$ cat config.mk
export PLATFORM = sky130hd
export DESIGN_NAME = rtck_core
export DESIGN_NICKNAME = d
export VERILOG_FILES = /design/src/inc/rtck_pkg.sv /design/src/logic/rtck_core.sv /design/src/logic/rtck_divider.sv /design/src/logic/rtck_sync.sv
export SDC_FILE = /design/constraint.sdc
export NUM_CORES = 1
export LEC_CHECK = 0
export ABC_AREA = 1
export BUFFER_PORTS_ARGS = -buffer_cell sky130_fd_sc_hd__buf_2
export CORE_MARGIN = 2
export CORE_UTILIZATION = 55
export CTS_BUF_LIST = sky130_fd_sc_hd__clkbuf_8
export DETAILED_ROUTE_END_ITERATION = 6
export GPL_TIMING_DRIVEN = 0
export HOLD_SLACK_MARGIN = 0.15
export PLACE_DENSITY_LB_ADDON = 0.1
export SKIP_LAST_GASP = 1
export SYNTH_ARGS = -nofsm -noshare
export SYNTH_HDL_FRONTEND = slang
export SYNTH_SLANG_ARGS = --single-unit
$ cat constraint.sdc
create_clock -name clk -period 4.5 [get_ports clk]
set_input_delay 0.225 -clock clk [delete_from_list [all_inputs] [get_ports clk]]
set_output_delay 0.225 -clock clk [all_outputs]
set_load 0.1 [all_outputs]
$ cat src/inc/rtck_pkg.sv
// Purpose: Shared constants for the timekeeping support block.
// Assumes: Register bytes are 8 bits wide; the block runs from a 200 MHz clock.
// Notes: The crystal is modelled by a tick input at 32.768 kHz or faster.
package rtck_pkg;
    localparam logic [3:0] ADDR_FLAGS = 4'h0;
    localparam logic [3:0] ADDR_ALM_SEC = 4'h2;
    localparam logic [3:0] ADDR_ALM_MIN = 4'h3;
    localparam logic [3:0] ADDR_ALM_HOUR = 4'h4;
    localparam logic [3:0] ADDR_ALM_DATE = 4'h5;
    localparam logic [3:0] ADDR_IRQ_CTRL = 4'h6;
    localparam logic [3:0] ADDR_WD = 4'h7;
    localparam logic [3:0] ADDR_TRIM = 4'h8;
    // Flags register bit positions.
    localparam int FLG_WDF = 7;
    localparam int FLG_AF = 6;
    localparam int FLG_CAL = 2;
    localparam int FLG_W = 1;
    localparam int FLG_OSC_FAIL_FLAG = 0;
    // Interrupt control bit positions.
    localparam int IRQ_WIE = 7;
    localparam int IRQ_AIE = 6;
    localparam int IRQ_SQUARE_WAVE_ENABLE = 3;
    localparam int IRQ_SQ1 = 1;
    localparam int IRQ_SQ0 = 0;
    // Watchdog and trim fields.
    localparam int WD_STROBE = 7;
    localparam int WD_WLOCK = 6;
    localparam int TRIM_OSC_OFF = 7;
    localparam int TRIM_SIGN = 5;
    localparam logic [7:0] FLAGS_RST = 8'h00;
    localparam logic [7:0] TRIM_RST = 8'h00;
    localparam logic [7:0] WD_RST = 8'h00;
    localparam logic [7:0] IRQ_RST = 8'h00;
    localparam logic [7:0] ALM_RST = 8'h80;
    // Oscillator divider: 32768 cycles per second.
    localparam logic [14:0] DIV_TOP = 15'h7FFF;
    localparam logic [14:0] DIV_SHORT = 15'h0080;
    localparam logic [14:0] DIV_LONG = 15'h0100;
    localparam int CAL_MINUTES = 64;
    localparam int CLK_MHZ = 200;
    localparam int OSC_CHECK_MS = 5;
    localparam int OSC_CHECK_CYC = OSC_CHECK_MS * 1000 * CLK_MHZ;
    localparam int OSC_START_MS = 1000;
    localparam int OSC_START_CYC = OSC_START_MS * 1000 * CLK_MHZ;
endpackage

$ cat src/logic/rtck_core.sv
// Purpose: Oscillator control, trim, alarm, watchdog and interrupt pin selection.
// Assumes: Host register port is synchronous to clk; crystal and backup inputs are pins.
// Notes: Time of day arrives from the clock counters as BCD inputs.
// Functional notes
// - Trim register bit 7 stops the oscillator; reset value keeps it running.
// - After the stop bit clears, the oscillator is expected within one second.
// - At power-up with oscillator enabled, no activity in 5 ms sets oscillator fail.
// - Oscillator failure requests reload of time to the base time, control kept.
// - Trim magnitude is bits 4..0; bit 5 set adds counts, clear removes.
// - Over 64 minutes, first 2N minutes shorten 128 or lengthen 256 cycles.
// - Calibration test bit toggles the interrupt pin at 512 Hz, taken from the trimmed divider count.
// - Flags writes other than the write-unlock bit itself are accepted only while that bit is set.
// - Alarm compares date, hours, minutes and seconds against the current time.
// - A field with match bit zero is compared; all ones disables the alarm.
// - Alarm match sets alarm flag and, if enabled, raises the interrupt.
// - Reading the flags register clears the alarm, watchdog and oscillator fail flags.
// - Alarm writes are staged while unlocked and applied when unlock clears.
// - Watchdog counts down at 32 Hz from the crystal, halted while stopped.
// - Watchdog loads at power-up and reloads whenever the strobe is written.
// - Watchdog reaching zero sets its flag and, if enabled, the interrupt.
// - Write-lock bit set makes timeout bits 5..0 ignore writes.
// - A zero timeout disables the watchdog.
// - Reading flags clears the watchdog flag and its interrupt.
// - Square wave of 1, 512, 4096 or 32768 Hz, silent on backup power.
// - Select bits 00, 01, 10, 11 give 1, 512, 4096, 32768 Hz.
// - Pin priority is calibration test, then square wave, then interrupts.
module rtck_core (
    input wire logic clk,
    input wire logic rst,
    input wire logic osc_clk_pin,
    input wire logic on_backup_pin,
    input wire logic reg_wr,
    input wire logic reg_rd,
    input wire logic [3:0] reg_addr,
    input wire logic [7:0] reg_wdata,
    input wire logic [7:0] now_sec,
    input wire logic [7:0] now_min,
    input wire logic [7:0] now_hour,
    input wire logic [7:0] now_date,
    output logic [7:0] reg_rdata,
    output logic osc_run,
    output logic time_reload,
    output logic int_level,
    output logic int_oe
);
    logic osc_q;
    logic osc_rise;
    logic backup_q;
    rtck_sync u_osc_sync (
        .clk(clk),
        .rst(rst),
        .d(osc_clk_pin),
        .q(osc_q),
        .rise(osc_rise)
    );
    rtck_sync u_bak_sync (
        .clk(clk),
        .rst(rst),
        .d(on_backup_pin),
        .q(backup_q),
        .rise()
    );

    logic [7:0] flags_r;
    logic [7:0] trim_r;
    logic [7:0] wd_r;
    logic [7:0] irq_r;
    logic [7:0] alm_stage_r [0:3];
    logic [7:0] alm_live_r [0:3];
    logic [5:0] wd_cnt_r;
    logic [31:0] por_cnt_r;
    logic por_done_r;
    logic osc_seen_r;
    logic sec_d_r;
    logic wd_pwr_load_r;
    logic [7:0] rdata_r;
    logic reload_r;
    logic pin_r;
    logic oe_r;

    logic sec_pulse;
    logic tick_32hz;
    logic [14:0] div_cnt;
    logic osc_tick;
    // Crystal edges only count while the stop bit is clear.
    assign osc_tick = osc_rise && !trim_r[rtck_pkg::TRIM_OSC_OFF];
    rtck_divider u_div (
        .clk(clk),
        .rst(rst),
        .osc_tick(osc_tick),
        .trim_mag(trim_r[4:0]),
        .trim_sign(trim_r[rtck_pkg::TRIM_SIGN]),
        .sec_pulse(sec_pulse),
        .tick_32hz(tick_32hz),
        .div_cnt(div_cnt)
    );

    wire unlocked = flags_r[rtck_pkg::FLG_W];
    wire wr_flags = reg_wr && (reg_addr == rtck_pkg::ADDR_FLAGS);
    wire rd_flags = reg_rd && (reg_addr == rtck_pkg::ADDR_FLAGS);
    wire wr_wd = reg_wr && (reg_addr == rtck_pkg::ADDR_WD);
    wire wr_trim = reg_wr && (reg_addr == rtck_pkg::ADDR_TRIM);
    wire wr_irq = reg_wr && (reg_addr == rtck_pkg::ADDR_IRQ_CTRL);
    wire wr_alm = reg_wr && (reg_addr >= rtck_pkg::ADDR_ALM_SEC)
                  && (reg_addr <= rtck_pkg::ADDR_ALM_DATE);
    wire [1:0] alm_idx = 2'(reg_addr - rtck_pkg::ADDR_ALM_SEC);
    wire relock = wr_flags && unlocked && !reg_wdata[rtck_pkg::FLG_W];

    // Power-up oscillator check window.
    wire osc_fail_evt = !por_done_r && (por_cnt_r == 32'(rtck_pkg::OSC_CHECK_CYC - 1))
                        && !trim_r[rtck_pkg::TRIM_OSC_OFF] && !osc_seen_r;

    // Alarm compare, each field with its match bit in bit 7.
    logic [3:0] fld_ok;
    wire [7:0] now_fld [0:3];
    assign now_fld[0] = now_sec;
    assign now_fld[1] = now_min;
    assign now_fld[2] = now_hour;
    assign now_fld[3] = now_date;
    genvar g;
    generate
        for (g = 0; g < 4; g++) begin : g_alm
            assign fld_ok[g] = alm_live_r[g][7] ||
                               (alm_live_r[g][6:0] == now_fld[g][6:0]);
        end
    endgenerate
    wire alm_off = &{alm_live_r[0][7], alm_live_r[1][7], alm_live_r[2][7], alm_live_r[3][7]};
    wire alarm_evt = sec_d_r && !alm_off && (&fld_ok);

    wire wd_run = (wd_r[5:0] != 6'h00);
    wire wd_evt = wd_run && tick_32hz && (wd_cnt_r == 6'h01);
    wire wd_load = wd_pwr_load_r || (wr_wd && reg_wdata[rtck_pkg::WD_STROBE]);
    // A strobe written together with an unlocked value starts from that new value.
    wire [5:0] wd_load_val = (wr_wd && !reg_wdata[rtck_pkg::WD_WLOCK]) ? reg_wdata[5:0]
                             : wd_r[5:0];

    // Flags next value: read clears, hardware sets win over clears.
    logic [7:0] flags_nxt;
    always_comb begin
        flags_nxt = flags_r;
        if (rd_flags) begin
            flags_nxt[rtck_pkg::FLG_WDF] = 1'b0;
            flags_nxt[rtck_pkg::FLG_AF] = 1'b0;
            flags_nxt[rtck_pkg::FLG_OSC_FAIL_FLAG] = 1'b0;
        end
        if (wr_flags && unlocked) begin
            flags_nxt[rtck_pkg::FLG_CAL] = reg_wdata[rtck_pkg::FLG_CAL];
            flags_nxt[rtck_pkg::FLG_OSC_FAIL_FLAG] = reg_wdata[rtck_pkg::FLG_OSC_FAIL_FLAG];
        end
        if (wr_flags) begin
            flags_nxt[rtck_pkg::FLG_W] = reg_wdata[rtck_pkg::FLG_W];
        end
        if (osc_fail_evt) begin
            flags_nxt[rtck_pkg::FLG_OSC_FAIL_FLAG] = 1'b1;
        end
        if (alarm_evt) begin
            flags_nxt[rtck_pkg::FLG_AF] = 1'b1;
        end
        if (wd_evt) begin
            flags_nxt[rtck_pkg::FLG_WDF] = 1'b1;
        end
    end

    always_ff @(posedge clk) begin
        if (rst) begin
            flags_r <= rtck_pkg::FLAGS_RST;
            trim_r <= rtck_pkg::TRIM_RST;
            wd_r <= rtck_pkg::WD_RST;
            irq_r <= rtck_pkg::IRQ_RST;
            por_cnt_r <= 32'h00000000;
            por_done_r <= 1'b0;
            osc_seen_r <= 1'b0;
            sec_d_r <= 1'b0;
            wd_pwr_load_r <= 1'b1;
            reload_r <= 1'b0;
        end else begin
            flags_r <= flags_nxt;
            sec_d_r <= sec_pulse;
            wd_pwr_load_r <= 1'b0;
            reload_r <= osc_fail_evt;
            if (!por_done_r) begin
                por_cnt_r <= por_cnt_r + 32'h00000001;
                por_done_r <= osc_fail_evt || osc_seen_r
                              || (por_cnt_r == 32'(rtck_pkg::OSC_CHECK_CYC - 1));
            end
            if (osc_rise) begin
                osc_seen_r <= 1'b1;
            end
            if (wr_trim) begin
                trim_r <= reg_wdata;
            end
            if (wr_irq) begin
                irq_r <= reg_wdata;
            end
            if (wr_wd) begin
                wd_r[rtck_pkg::WD_WLOCK] <= reg_wdata[rtck_pkg::WD_WLOCK];
                if (!reg_wdata[rtck_pkg::WD_WLOCK]) begin
                    wd_r[5:0] <= reg_wdata[5:0];
                end
            end
        end
    end

    always_ff @(posedge clk) begin
        if (rst) begin
            wd_cnt_r <= 6'h00;
        end else if (wd_load) begin
            wd_cnt_r <= wd_load_val;
        end else if (wd_run && tick_32hz && wd_cnt_r != 6'h00) begin
            wd_cnt_r <= wd_cnt_r - 6'h01;
        end
    end

    // Alarm values are staged while unlocked and go live on relock.
    always_ff @(posedge clk) begin
        if (rst) begin
            for (int i = 0; i < 4; i++) begin
                alm_stage_r[i] <= rtck_pkg::ALM_RST;
                alm_live_r[i] <= rtck_pkg::ALM_RST;
            end
        end else begin
            if (wr_alm && unlocked) begin
                alm_stage_r[alm_idx] <= reg_wdata;
            end
            if (relock) begin
                for (int i = 0; i < 4; i++) begin
                    alm_live_r[i] <= alm_stage_r[i];
                end
            end
        end
    end

    // Read mux.
    logic [7:0] rd_mux;
    always_comb begin
        case (reg_addr)
            rtck_pkg::ADDR_FLAGS: rd_mux = flags_r;
            rtck_pkg::ADDR_IRQ_CTRL: rd_mux = irq_r;
            rtck_pkg::ADDR_WD: rd_mux = {2'b00, wd_r[5:0]};
            rtck_pkg::ADDR_TRIM: rd_mux = trim_r;
            rtck_pkg::ADDR_ALM_SEC: rd_mux = alm_stage_r[0];
            rtck_pkg::ADDR_ALM_MIN: rd_mux = alm_stage_r[1];
            rtck_pkg::ADDR_ALM_HOUR: rd_mux = alm_stage_r[2];
            rtck_pkg::ADDR_ALM_DATE: rd_mux = alm_stage_r[3];
            default: rd_mux = 8'h00;
        endcase
    end

    // Interrupt pin source selection.
    logic sq_wave;
    always_comb begin
        case ({irq_r[rtck_pkg::IRQ_SQ1], irq_r[rtck_pkg::IRQ_SQ0]})
            2'b00: sq_wave = div_cnt[14];
            2'b01: sq_wave = div_cnt[5];
            2'b10: sq_wave = div_cnt[2];
            default: sq_wave = osc_q;
        endcase
    end
    wire cal_wave = div_cnt[5];
    wire irq_any = (flags_r[rtck_pkg::FLG_AF] && irq_r[rtck_pkg::IRQ_AIE])
                   || (flags_r[rtck_pkg::FLG_WDF] && irq_r[rtck_pkg::IRQ_WIE]);
    wire pin_nxt = flags_r[rtck_pkg::FLG_CAL] ? cal_wave :
                   irq_r[rtck_pkg::IRQ_SQUARE_WAVE_ENABLE] ? sq_wave : irq_any;
    wire oe_nxt = !backup_q && (flags_r[rtck_pkg::FLG_CAL] || irq_r[rtck_pkg::IRQ_SQUARE_WAVE_ENABLE]
                  || irq_any);

    always_ff @(posedge clk) begin
        if (rst) begin
            rdata_r <= 8'h00;
            pin_r <= 1'b0;
            oe_r <= 1'b0;
        end else begin
            rdata_r <= reg_rd ? rd_mux : 8'h00;
            pin_r <= pin_nxt;
            oe_r <= oe_nxt;
        end
    end

    logic run_r;
    always_ff @(posedge clk) begin
        if (rst) begin
            run_r <= 1'b0;
        end else begin
            run_r <= !trim_r[rtck_pkg::TRIM_OSC_OFF];
        end
    end

    assign reg_rdata = rdata_r;
    assign osc_run = run_r;
    assign time_reload = reload_r;
    assign int_level = pin_r;
    assign int_oe = oe_r;
endmodule

$ cat src/logic/rtck_divider.sv
// Purpose: Crystal divider with trim and square wave taps.
// Assumes: osc_tick pulses once per crystal cycle.
// Notes: Second length is adjusted in the first 2N minutes of each 64-minute cycle.
module rtck_divider (
    input wire logic clk,
    input wire logic rst,
    input wire logic osc_tick,
    input wire logic [4:0] trim_mag,
    input wire logic trim_sign,
    output logic sec_pulse,
    output logic tick_32hz,
    output logic [14:0] div_cnt
);
    logic [14:0] cnt_r;
    logic [5:0] sec_in_min_r;
    logic [5:0] minute_r;
    logic adjust;
    logic [14:0] sec_top;
    logic sec_end;
    logic [14:0] cnt_inc;
    // Adjust the first second of each minute within the first 2N minutes.
    assign adjust = (sec_in_min_r == 6'h00) && ({1'b0, minute_r} < {1'b0, trim_mag, 1'b0});
    assign sec_top = !adjust ? rtck_pkg::DIV_TOP :
                     trim_sign ? rtck_pkg::DIV_TOP - rtck_pkg::DIV_SHORT :
                     rtck_pkg::DIV_TOP;
    assign cnt_inc = cnt_r + 15'h0001;
    assign sec_end = osc_tick && (cnt_r == sec_top);
    logic [8:0] ext_r;
    logic ext_active;
    // Negative trim holds the count for 256 extra cycles.
    assign ext_active = adjust && !trim_sign && (cnt_r == rtck_pkg::DIV_TOP)
                        && (ext_r != rtck_pkg::DIV_LONG[8:0]);
    always_ff @(posedge clk) begin
        if (rst) begin
            cnt_r <= 15'h0000;
            ext_r <= 9'h000;
            sec_in_min_r <= 6'h00;
            minute_r <= 6'h00;
        end else if (osc_tick) begin
            if (ext_active) begin
                ext_r <= ext_r + 9'h001;
            end else if (cnt_r == sec_top) begin
                cnt_r <= 15'h0000;
                ext_r <= 9'h000;
                sec_in_min_r <= (sec_in_min_r == 6'h3B) ? 6'h00 : sec_in_min_r + 6'h01;
                if (sec_in_min_r == 6'h3B) begin
                    minute_r <= minute_r + 6'h01;
                end
            end else begin
                cnt_r <= cnt_inc;
            end
        end
    end
    assign sec_pulse = sec_end && !ext_active;
    assign tick_32hz = osc_tick && !ext_active && (cnt_r[9:0] == 10'h3FF);
    assign div_cnt = cnt_r;
endmodule

$ cat src/logic/rtck_sync.sv
// Purpose: Two flip-flop synchroniser with rising edge pulse.
// Assumes: Input is asynchronous to clk.
// Notes: The second and third stages feed the edge detector.
module rtck_sync (
    input wire logic clk,
    input wire logic rst,
    input wire logic d,
    output logic q,
    output logic rise
);
    logic s1_r;
    logic s2_r;
    logic s3_r;
    always_ff @(posedge clk) begin
        if (rst) begin
            s1_r <= 1'b0;
            s2_r <= 1'b0;
            s3_r <= 1'b0;
        end else begin
            s1_r <= d;
            s2_r <= s1_r;
            s3_r <= s2_r;
        end
    end
    assign q = s2_r;
    assign rise = s2_r & ~s3_r;
endmodule

==> results of run 1 <==
==> path summary, 6_finish.rpt <==
path / startpoint / to / slack, ns / depth (start not counted)
hold reg to reg: u_bak_sync.s1_r / u_bak_sync.q / 0.41 / 2
setup reg to reg: trim_r[2] / wd_cnt_r[1] / 2.18 / 10
hold / removal: reg_wdata[1] / trim_r[1] / 0.18 / 3
setup / recovery: trim_r[2] / wd_cnt_r[1] / 2.18 / 10
==> timing repair <==
item / CTS / global route
endpoints found under the hold margin: 16 / 0
gates resized for setup: 0 / 0
hold buffers: 15 / 0
==> cells in the mapped netlist (9+ instances only) <==
| cell type | instances |
|---|---|
| a221oi_1 | 9 |
| xnor2_1 | 19 |
| nor2_4 | 9 |
| nand4_1 | 34 |
| nor4_1 | 9 |
| a21oi_1 | 71 |
| xor2_1 | 28 |
| dfxtp_1 | 122 |
| edfxtp_1 | 64 |
| o22ai_1 | 11 |
| nor2_1 | 170 |
| clkbuf_1 | 12 |
| ha_1 | 13 |
| nor3_1 | 41 |
| nand2_1 | 165 |
| inv_1 | 182 |
| o21ai_0 | 65 |
| nand3_1 | 40 |
==> worst reg2reg max path: stages (launching register included) <==
cell and delay (ns):
dfxtp_1 0.38, inv_1 0.07, ha_1 0.31, a21oi_1 0.16, nand2_1 0.10, a21oi_1 0.22, nand3_2 0.26, nand4_1 0.27
o21ai_1 0.20, o21ai_0 0.20, nor2_1 0.06
==> cell usage in the layout, fill, tap and decap left out, types with 4 or more instances in the layout <==
master and n:
a31oi_1 4, nand3_1 40, buf_6 4, a21oi_1 71, nand2_1 165, nor4_1 9
xnor2_1 19, edfxtp_1 64, nor3_1 41, nor2_1 170, nand4_1 34, clkbuf_8 17
inv_8 7, nor2_4 9, o22ai_1 11, o21ai_1 5, xor2_1 28, a221oi_1 9
inv_6 4, dfxtp_1 122, dlygate4sd3_1 15, inv_2 8, clkbuf_1 12, inv_1 182
o21ai_0 64, ha_1 13, nor2_2 4, nand2_2 7, nand3_2 4, buf_2 61
==> state kept, by name (all words and copies together) (netlist names), 5 cells and up <==
name and count:
alm_live_r 32, wd_cnt_r 6, u_div.ext_r 9, trim_r 8, u_div.minute_r 6, alm_stage_r 32
por_cnt_r 32, irq_r 8, u_div.div_cnt 15, flags_r 5, reg_rdata 8, u_div.sec_in_min_r 6
wd_r 6
==> power breakdown <==
group          leakage, uW  internal [uW]  switching (uW)
Combinational      0.00214           76.5             157
Sequential         0.00162           1770            22.4
Clock             0.000209            473             685
==> stage by stage <==
stage	cells	power (uW)	cell area (um2)	utilization, %	hold slack (ns)
6_report	1464	3182	10230	62.37	0.1820
3_3_place_gp	1417	2048	9667	58.92	0.3939
2_1_floorplan	1141	1965	9111	-	0.2527
5_1_grt	1464	3280	10230	62.37	0.1840
3_5_place_dp	1417	2051	9678	58.99	0.3916
4_1_cts	1464	3189	10230	62.37	0.1597
==> layout make-up <==
type | instances | area share [%]
buffer | 23 | 1.198
clock buffer | 17 | 2.287
clock inverter | 15 | 1.663
inverter | 191 | 7.007
multi-input combinational | 741 | 38.30
sequential | 186 | 42.65
tap | 220 | 2.690
timing repair buffer | 71 | 4.206
==> cell families (layout without fill, tap and decap cells) <==
group / count (synthesis) / after routing / synth area share, %
AND/OR/NAND/NOR: 499 / 499 / 25.39
adder cells (fa/ha/maj): 13 / 13 / 1.785
XOR/XNOR: 47 / 47 / 4.518
AO/OA/AOI/OAI: 182 / 182 / 11.19
flip-flops: 186 / 186 / 47.90
buffers and inverters: 214 / 317 / 9.214
==> metal layers <==
layer  up-vias  track usage, %  routed length [um]
li1       3929               -                   -
met1      3522           38.73               10980
met2       232           38.00                9683
met3        34           4.521                1487
met4         0           8.961                 457
met5         -               0                   0
==> flow_summary.yaml, run 1 <==
outcome:
  status: "completed"
layout:
  drive_gt1_share_pct: 11.50
  seqCellArea_mm2: 0.004364
  fillCellCount: 1472
  diodes: 0
  areaGrowthSynthToFinish_pct: 12.30
  multi_input_area_mm2: 0.003919
  finalNetCount: 1294
worst_setup_path:
  slowest_delay_ns: 0.38
  path_common_cell: "a21oi_1"
  crit_slowest_cell: "dfxtp_1"
  cp.arrival_ns: 2.69
  critPathBufInv: 1
  cp-end-kind: "flip-flop"
  path_cells: "inv_1 > ha_1 > a21oi_1 > nand2_1 > a21oi_1 > nand3_2 > nand4_1 > o21ai_1 > o21ai_0 > nor2_1"
  critPathLaunchType: "flip-flop"
  worstPathMaxFanout: 6
  path_class: "reg -> reg"
  cp.required_ns: 4.87
  cp_top_family: "compound AO/OA/AOI/OAI gates"
clock_tree:
  htreeDepth: 4
  cts_made_buffers: 17
  post_cts_buffers: 0
  clk_pin_slew_worst_paths_ns: 0.10
  clk_latency_ns: 0.48
  cts_root_buf: "clkbuf_8"
  clock-sinks: 186
  cts_tree: "built"
  cts_buffer_depth: 2
power_and_ir_drop:
  p_leak_uw: 0.003973
  ir_worst_vdd_mv: 0.1701
  power_density_mw_per_mm2: 311.0
routing:
  drc: 0
  viasPerCell: 5.271
  routed_wl_mm: 22.61
  drt_iter0_drc: 606
  dr_total_vias: 7717
  dr.pass1.iters: 7
  wire_per_inst_um: 15.45
  drtAntennaViolNets: 0
synthesis:
  ys_ff_latch: 186
  postSynthCellCount: 1141
  syn_area_mm2: 0.009111
  synth_area_leaders: "dfxtp_1, edfxtp_1, inv_1"
  synth_edf_count: 64
  yosysWarnings: 0
  synth_ff_type: "dfxtp_1"
  synth_area_per_cell_um2: 7.985
  synth.yosys.seq_area_share_pct: 47.90
  yosysTopAreaCell: "dfxtp_1"
  async_flop_share_pct: 0
  synth_top_area_share_pct: 26.81
  ys_types: 50
  syn-num-nets: 1204
timing:
  fmax_mhz: 431.9
  grt_setup_unrepaired: "no"
  period_needed_ns: 2.315
  slew_headroom_pct: 14.66
  worst_pin_slew_ns: 1.267
  skew_ns: 0.01347
  finalHoldViolCount: 0
  fin_crit_sh_pct: 51.45
  final_max_slew_viol_count: 0
  finalWorstSetupSlack_ns: 2.185
  setup_viol: 0
  fin_setup_tns_ns: 0
die:
  die_h_um: 132.7
  die_x_um: 132.7
  start_util_pct: 55.53
  rows: 47
  pin_count: 62
  core-area_mm2: 0.01641
  die_area_mm2: 0.01761
global_routing:
  grt_max_degree: 33
  antenna_found_initial: 0
  track_usage_pct: 25.94
  grt_pass1_vias: 7000
  grt_pass1_wl_mm: 35.58
  globalRouteOverflowTotal: 0
job:
  cap_viol_max_count: 0
place:
  dp_slack_ns: 2.219
  place_congestion: 0.9607
  hpwl_mm: 17.22
  io_buffers: 56
hold_path:
  hold_class: "in -> reg"
(Power assumes the default switching activity.)
==> run 2: changes to the inputs <==
clock period = 2.19 ns   (was 4.5 ns; I/O delays follow)
==> run 2 against run 1 <==
  * Power rose by 100%
  * Utilization rose by 1.9 points
  * Global-route usage rose by 0.65 points
  * Via count rose by 2.2%
  * First-iteration DRC count rose by 30%
  * Critical endpoint is now por_cnt_r[26]
  * Maximum frequency rose by 9.5%
  * Worst hold slack improved by 0.034 ns
  * Die area did not move
  * Highest routed layer unchanged
==> flow_summary.yaml, run 2 (synthesis gave the netlist of run 1 again) <==
outcome:
  status: "completed"
global_routing:
  grt_pass1_vias: 7040
  grt_max_degree: 33
  grt_pass1_wl_mm: 36.19
  globalRouteOverflowTotal: 0
  antenna_found_initial: 0
  track_usage_pct: 26.59
routing:
  routed_wl_mm: 23.52
  drtAntennaViolNets: 0
  dr_total_vias: 7885
  dr.pass1.iters: 5
  viasPerCell: 5.306
  drc: 0
  wire_per_inst_um: 15.83
  drt_iter0_drc: 786
timing:
  setup_viol: 0
  fin_crit_sh_pct: 96.53
  skew_ns: 0.01052
  grt_setup_unrepaired: "yes"
  finalHoldViolCount: 0
  fmax_mhz: 473.0
  whs_ns: 0.2164
  slew_headroom_pct: 50.01
  worst_pin_slew_ns: 0.7448
  period_needed_ns: 2.114
  final_max_slew_viol_count: 0
  finalWorstSetupSlack_ns: 0.07597
die:
  rows: 47
  die_area_mm2: 0.01761
  core-area_mm2: 0.01641
  start_util_pct: 55.53
  pin_count: 62
  die_x_um: 132.7
  die_h_um: 132.7
layout:
  multi_input_area_mm2: 0.004065
  mostFrequentLayoutCells: "inv_1, nor2_1, nand2_1, dfxtp_1, a21oi_1"
  diodes: 0
  fillCellCount: 1429
  areaGrowthSynthToFinish_pct: 15.67
  reg_top3: "alm_live_r x32, alm_stage_r x32, por_cnt_r x32"
  mostFrequentLayoutCell: "inv_1"
  finalNetCount: 1316
  drive_gt1_share_pct: 14.93
  seqCellArea_mm2: 0.004369
place:
  hpwl_mm: 17.35
  dp_slack_ns: -0.1080
  io_buffers: 56
  place_congestion: 0.9597
worst_setup_path:
  crit_slowest_cell: "dfxtp_1"
  path_cells: "ha_1 > inv_1 > nor3_1 > inv_1 > nor2_4 > nand3_2 > nor3_1 > nand4_1 > o21ai_0 > a21oi_1"
  worstPathMaxFanout: 3
  slowest_delay_ns: 0.37
  reg2reg_from: "por_cnt_r[1]"
  rr_worst_depth: 10
  critPathBufInv: 2
  cp-end-kind: "flip-flop"
  cp.arrival_ns: 2.47
  cp_top_family: "simple AND/OR/NAND/NOR gates"
  cp.required_ns: 2.54
  critPathLaunchType: "flip-flop"
  path_class: "reg -> reg"
  r2r_end: "por_cnt_r[26]"
  r2r_slack_ns: 0.08
hold_path:
  hold_end: "flags_r[6]"
  min_from: "now_hour[5]"
  hold_depth: 8
  hold_class: "in -> reg"
job:
  cap_viol_max_count: 0
clock_tree:
  cts_root_buf: "clkbuf_8"
  cts_made_buffers: 17
  clk_pin_slew_worst_paths_ns: 0.10
  clk_latency_ns: 0.46
  cts_tree: "built"
  htreeDepth: 4
  cts_buffer_depth: 2
  clock-sinks: 186
power_and_ir_drop:
  p_leak_uw: 0.004066
  ir_worst_vdd_mv: 0.3613
  power_density_mw_per_mm2: 606.6
## run 2: cell types whose count changed in the layout (fill, tap and decap cells not counted), moves of 4 or more
cell | before | now
buf_4 | 0 | 15
nand2_1 | 165 | 158
nor2_1 | 170 | 163
nand2_2 | 7 | 13
dlygate4sd3_1 | 15 | 20
inv_2 | 8 | 13
inv_8 | 7 | 2
clkinvlp_4 | 0 | 4
dfxtp_1 | 122 | 118
dfxtp_2 | 0 | 4
inv_1 | 182 | 178
nor2_2 | 4 | 8
## run 2: final cells by class
class / instances / share of cell area (%)
plain buffers: 23 / 1.187
clock buffers: 17 / 2.220
clock inverters: 15 / 1.330
inverters: 191 / 6.803
multi-input cells: 742 / 38.57
flip-flops and latches: 186 / 41.46
well taps: 220 / 2.612
repair buffers: 92 / 5.817
## run 2: repair_timing
item,4_1_cts,5_1_grt
hold endpoints to repair,58,0
pin swaps,2,21
gates resized for setup,4,39
cloned,0,1
endpoints found under the setup margin,30,83
hold buffers,20,0
setup buffers,3,13
## run 2: how the worst max path moves through the flow
| stage | cells past startpoint | to | slack [ns] | start |
|---|---|---|---|---|
| floorplan | 7 | alm_live_r[0][0] | 0.22 | reg_addr[0] |
| global placement | 8 | alm_live_r[1][4] | -0.35 | reg_addr[1] |
| detailed placement | 10 | wd_cnt_r[3] | -0.11 | trim_r[2] |
| CTS | 9 | alm_live_r[0][6] | 0.02 | reg_addr[1] |
| global route | 10 | por_cnt_r[26] | -0.11 | por_cnt_r[1] |
| finish | 10 | por_cnt_r[26] | 0.08 | por_cnt_r[1] |
## run 2: power breakdown
| part | switching, uW | internal, uW | total, uW |
|---|---|---|---|
| combinational | 339 | 168 | 507 |
| sequential | 46.9 | 3630 | 3680 |
| clock | 1290 | 921 | 2210 |
## run 2: stage by stage
| stage | total power, uW | setup TNS, ns | instances | utilization [%] | area [um2] |
|---|---|---|---|---|---|
| final | 6393 | 0 | 1486 | 64.23 | 10540 |
| after global routing | 6607 | -0.1808 | 1486 | 64.23 | 10540 |
| after CTS | 6396 | 0 | 1472 | 62.76 | 10300 |
| after detailed placement | 4219 | -1.399 | 1417 | 58.99 | 9678 |
| after global placement | 4209 | -12.03 | 1417 | 58.94 | 9671 |
| after floorplan | 4037 | 0 | 1141 | - | 9115 |
## run 2: layer usage
layer  GRT usage (%)  wire, um  part of all wire [%]
met1           39.73     11230                    48
met2           38.77     10100                    43
met3           3.678      1608                   6.8
met4           10.93       587                   2.5
met5               0         0                     0
## run 2: worst register-to-register path: cells and delay by family (launching register included)
kind	cells	cell delay, ns
AO/OA/AOI/OAI	2	0.24
buffers and inverters	2	0.19
AND/OR/NAND/NOR	5	0.97
flip-flops	1	0.37
adder cells (fa/ha/maj)	1	0.21
==> run 3: changes to the inputs <==
SYNTH_HIERARCHICAL = 1   (was default)
==> run 3 against run 2 <==
  * Sequential share of layout area decreased by 0.54 points
  * Count of clock-buffer cells in the layout increased by 1
  * Highest routed layer unchanged
  * Sequential cell count unchanged
  * Utilization increased by 0.24 points
  * Synthesized cell count increased by 5.8%
  * Clock power decreased by 6%
  * Power decreased by 2.4%
  * Clock skew about the same
  * Critical path type unchanged
  * Synthesized area increased by 2.2%
  * Largest power group unchanged
  * Final area increased by 1.5%
  * Worst hold slack improved by 0.015 ns
  * Non-clock buffer count decreased by 6
==> flow_summary.yaml, run 3 <==
clock_tree:
  clk_pin_slew_worst_paths_ns: 0.09
  cts_root_buf: "clkbuf_8"
  clk_latency_ns: 0.47
  cts_made_buffers: 17
  cts_buffer_depth: 2
  htreeDepth: 4
  cts_tree: "built"
  clock-sinks: 186
layout:
  mostFrequentLayoutCells: "nand2_1, inv_1, nor2_1, dfxtp_1, a21oi_1"
  reg_top3: "alm_live_r x32, alm_stage_r x32, por_cnt_r x32"
  finalNetCount: 1380
  areaGrowthSynthToFinish_pct: 14.80
  seqCellArea_mm2: 0.004375
  drive_gt1_share_pct: 16.99
  diodes: 0
  design_area_mm2: 0.01069
  mostFrequentLayoutCell: "nand2_1"
  fillCellCount: 1507
  multi_input_area_mm2: 0.004071
  post-route-util_pct: 64.48
hold_path:
  hold_class: "in -> reg"
  hold_end: "flags_r[2]"
  hold_depth: 6
  min_from: "reg_addr[2]"
worst_setup_path:
  critPathLaunchType: "flip-flop"
  path_class: "reg -> reg"
  r2r_end: "u_div/ext_r[2]"
  r2r_slack_ns: 0.1
  cp-end-kind: "flip-flop"
  cp.required_ns: 2.58
  cp.arrival_ns: 2.49
  worstPathMaxFanout: 10
  rr_worst_depth: 13
  reg2reg_from: "u_div/div_cnt[0]"
place:
  io_buffers: 56
  hpwl_mm: 15.65
  place_congestion: 0.8844
  dp_slack_ns: -0.3625
  place_area_mm2: 0.009901
timing:
  fmax_mhz: 477.5
  whs_ns: 0.2310
  fin_crit_sh_pct: 95.62
  period_needed_ns: 2.094
  worst_pin_slew_ns: 0.8642
  slew_headroom_pct: 42.39
  skew_ns: 0.01035
  final_max_slew_viol_count: 0
  setup_viol: 0
  finalHoldViolCount: 0
  finalWorstSetupSlack_ns: 0.09595
power_and_ir_drop:
  p_total_uw: 6243
  comb_power_share_pct: 8.1
  power.switching_uw: 1545
  pwr-share-seq_pct: 58.7
  clockPowerShare_pct: 33.2
  ir_worst_vdd_mv: 0.3496
  power_density_mw_per_mm2: 583.8
  switching_share_pct: 24.75
  intPower_uw: 4698
  p_leak_uw: 0.004596
die:
  die_area_mm2: 0.01799
  rows: 47
  start_util_pct: 56.16
  die_x_um: 134.1
  die_h_um: 134.1
  core-area_mm2: 0.01658
  pin_count: 62
routing:
  routed_wl_mm: 21.11
  wire_per_inst_um: 13.62
  drc: 0
  drt_iter0_drc: 473
  dr.pass1.iters: 6
  viasPerCell: 4.959
  dr_total_vias: 7687
  drtAntennaViolNets: 0
synthesis:
  synth_area_per_cell_um2: 7.717
  yosysWarnings: 6
  syn_area_mm2: 0.009314
  syn-num-nets: 1270
  postSynthCellCount: 1207
global_routing:
  grt_max_degree: 33
  track_usage_pct: 23.96
  globalRouteOverflowTotal: 0
  grt_pass1_vias: 6873
  antenna_found_initial: 0
  grt_pass1_wl_mm: 33.75
outcome:
  status: "completed"
job:
  cap_viol_max_count: 0
-- run 3: what timing repair did --
item,CTS,global route
resized for setup,12,34
buffers inserted,3,9
pin swaps,3,5
hold buffers,22,0
setup endpoints to repair,9,32
endpoints found under the hold margin,62,0
-- run 3: how the worst max path moves through the flow --
stage,start,depth (start not counted),slack (ns),endpoint
2_1_floorplan,trim_r[2],21,0.12,wd_cnt_r[4]
3_3_place_gp,u_osc_sync/q,17,-0.35,wd_cnt_r[5]
3_5_place_dp,u_osc_sync/q,17,-0.36,wd_cnt_r[5]
5_1_grt,trim_r[1],21,-0.03,wd_cnt_r[4]
4_1_cts,trim_r[2],13,0.0007,u_div/ext_r[3]
6_report,u_div/div_cnt[0],13,0.1,u_div/ext_r[2]
-- run 3: routing by layer --
layer | GRT usage, % | vias up | routed length [um]
li1 | - | 4047 | -
met1 | 33.64 | 3389 | 10070
met2 | 37.15 | 219 | 9411
met3 | 4.837 | 32 | 1186
met4 | 8.304 | 0 | 436
met5 | 0 | - | 0
-- run 3: power groups by stage --
stage	Combinational, uW	Clock [uW]	Sequential, uW
2_1_floorplan	268	0	3770
3_3_place_gp	442	0	3750
3_5_place_dp	454	0	3750
4_1_cts	490	2110	3670
5_1_grt	560	2240	3680
6_report	506	2070	3670
-- run 3: final cells by class --
class,instances,area share (%)
sequential,186,40.92
multi-input combinational,770,38.08
inverter,233,8.285
timing repair buffer,91,5.745
tap,220,2.574
clock buffer,18,2.317
buffer,18,1.205
clock inverter,14,0.8776
-- run 3: critical path: stages (launching register included) --
cell and delay [ns]:
dfxtp_2 0.36, ha_2 0.21, nand3_2 0.10, nor2_4 0.20, nand3_4 0.12, nor2_4 0.14, nand2_4 0.08, nand2_8 0.08
buf_6 0.15, nor2_8 0.06, clkinv_2 0.08, nand2_4 0.08, buf_8 0.17, nor3_2 0.18
-- run 3: per-stage QoR --
step / setup TNS, ns / instances
3_5_place_dp: -4.230 / 1484
4_1_cts: 0 / 1541
2_1_floorplan: 0 / 1207
5_1_grt: -0.1117 / 1550
3_3_place_gp: -11.21 / 1483
6_report: 0 / 1550
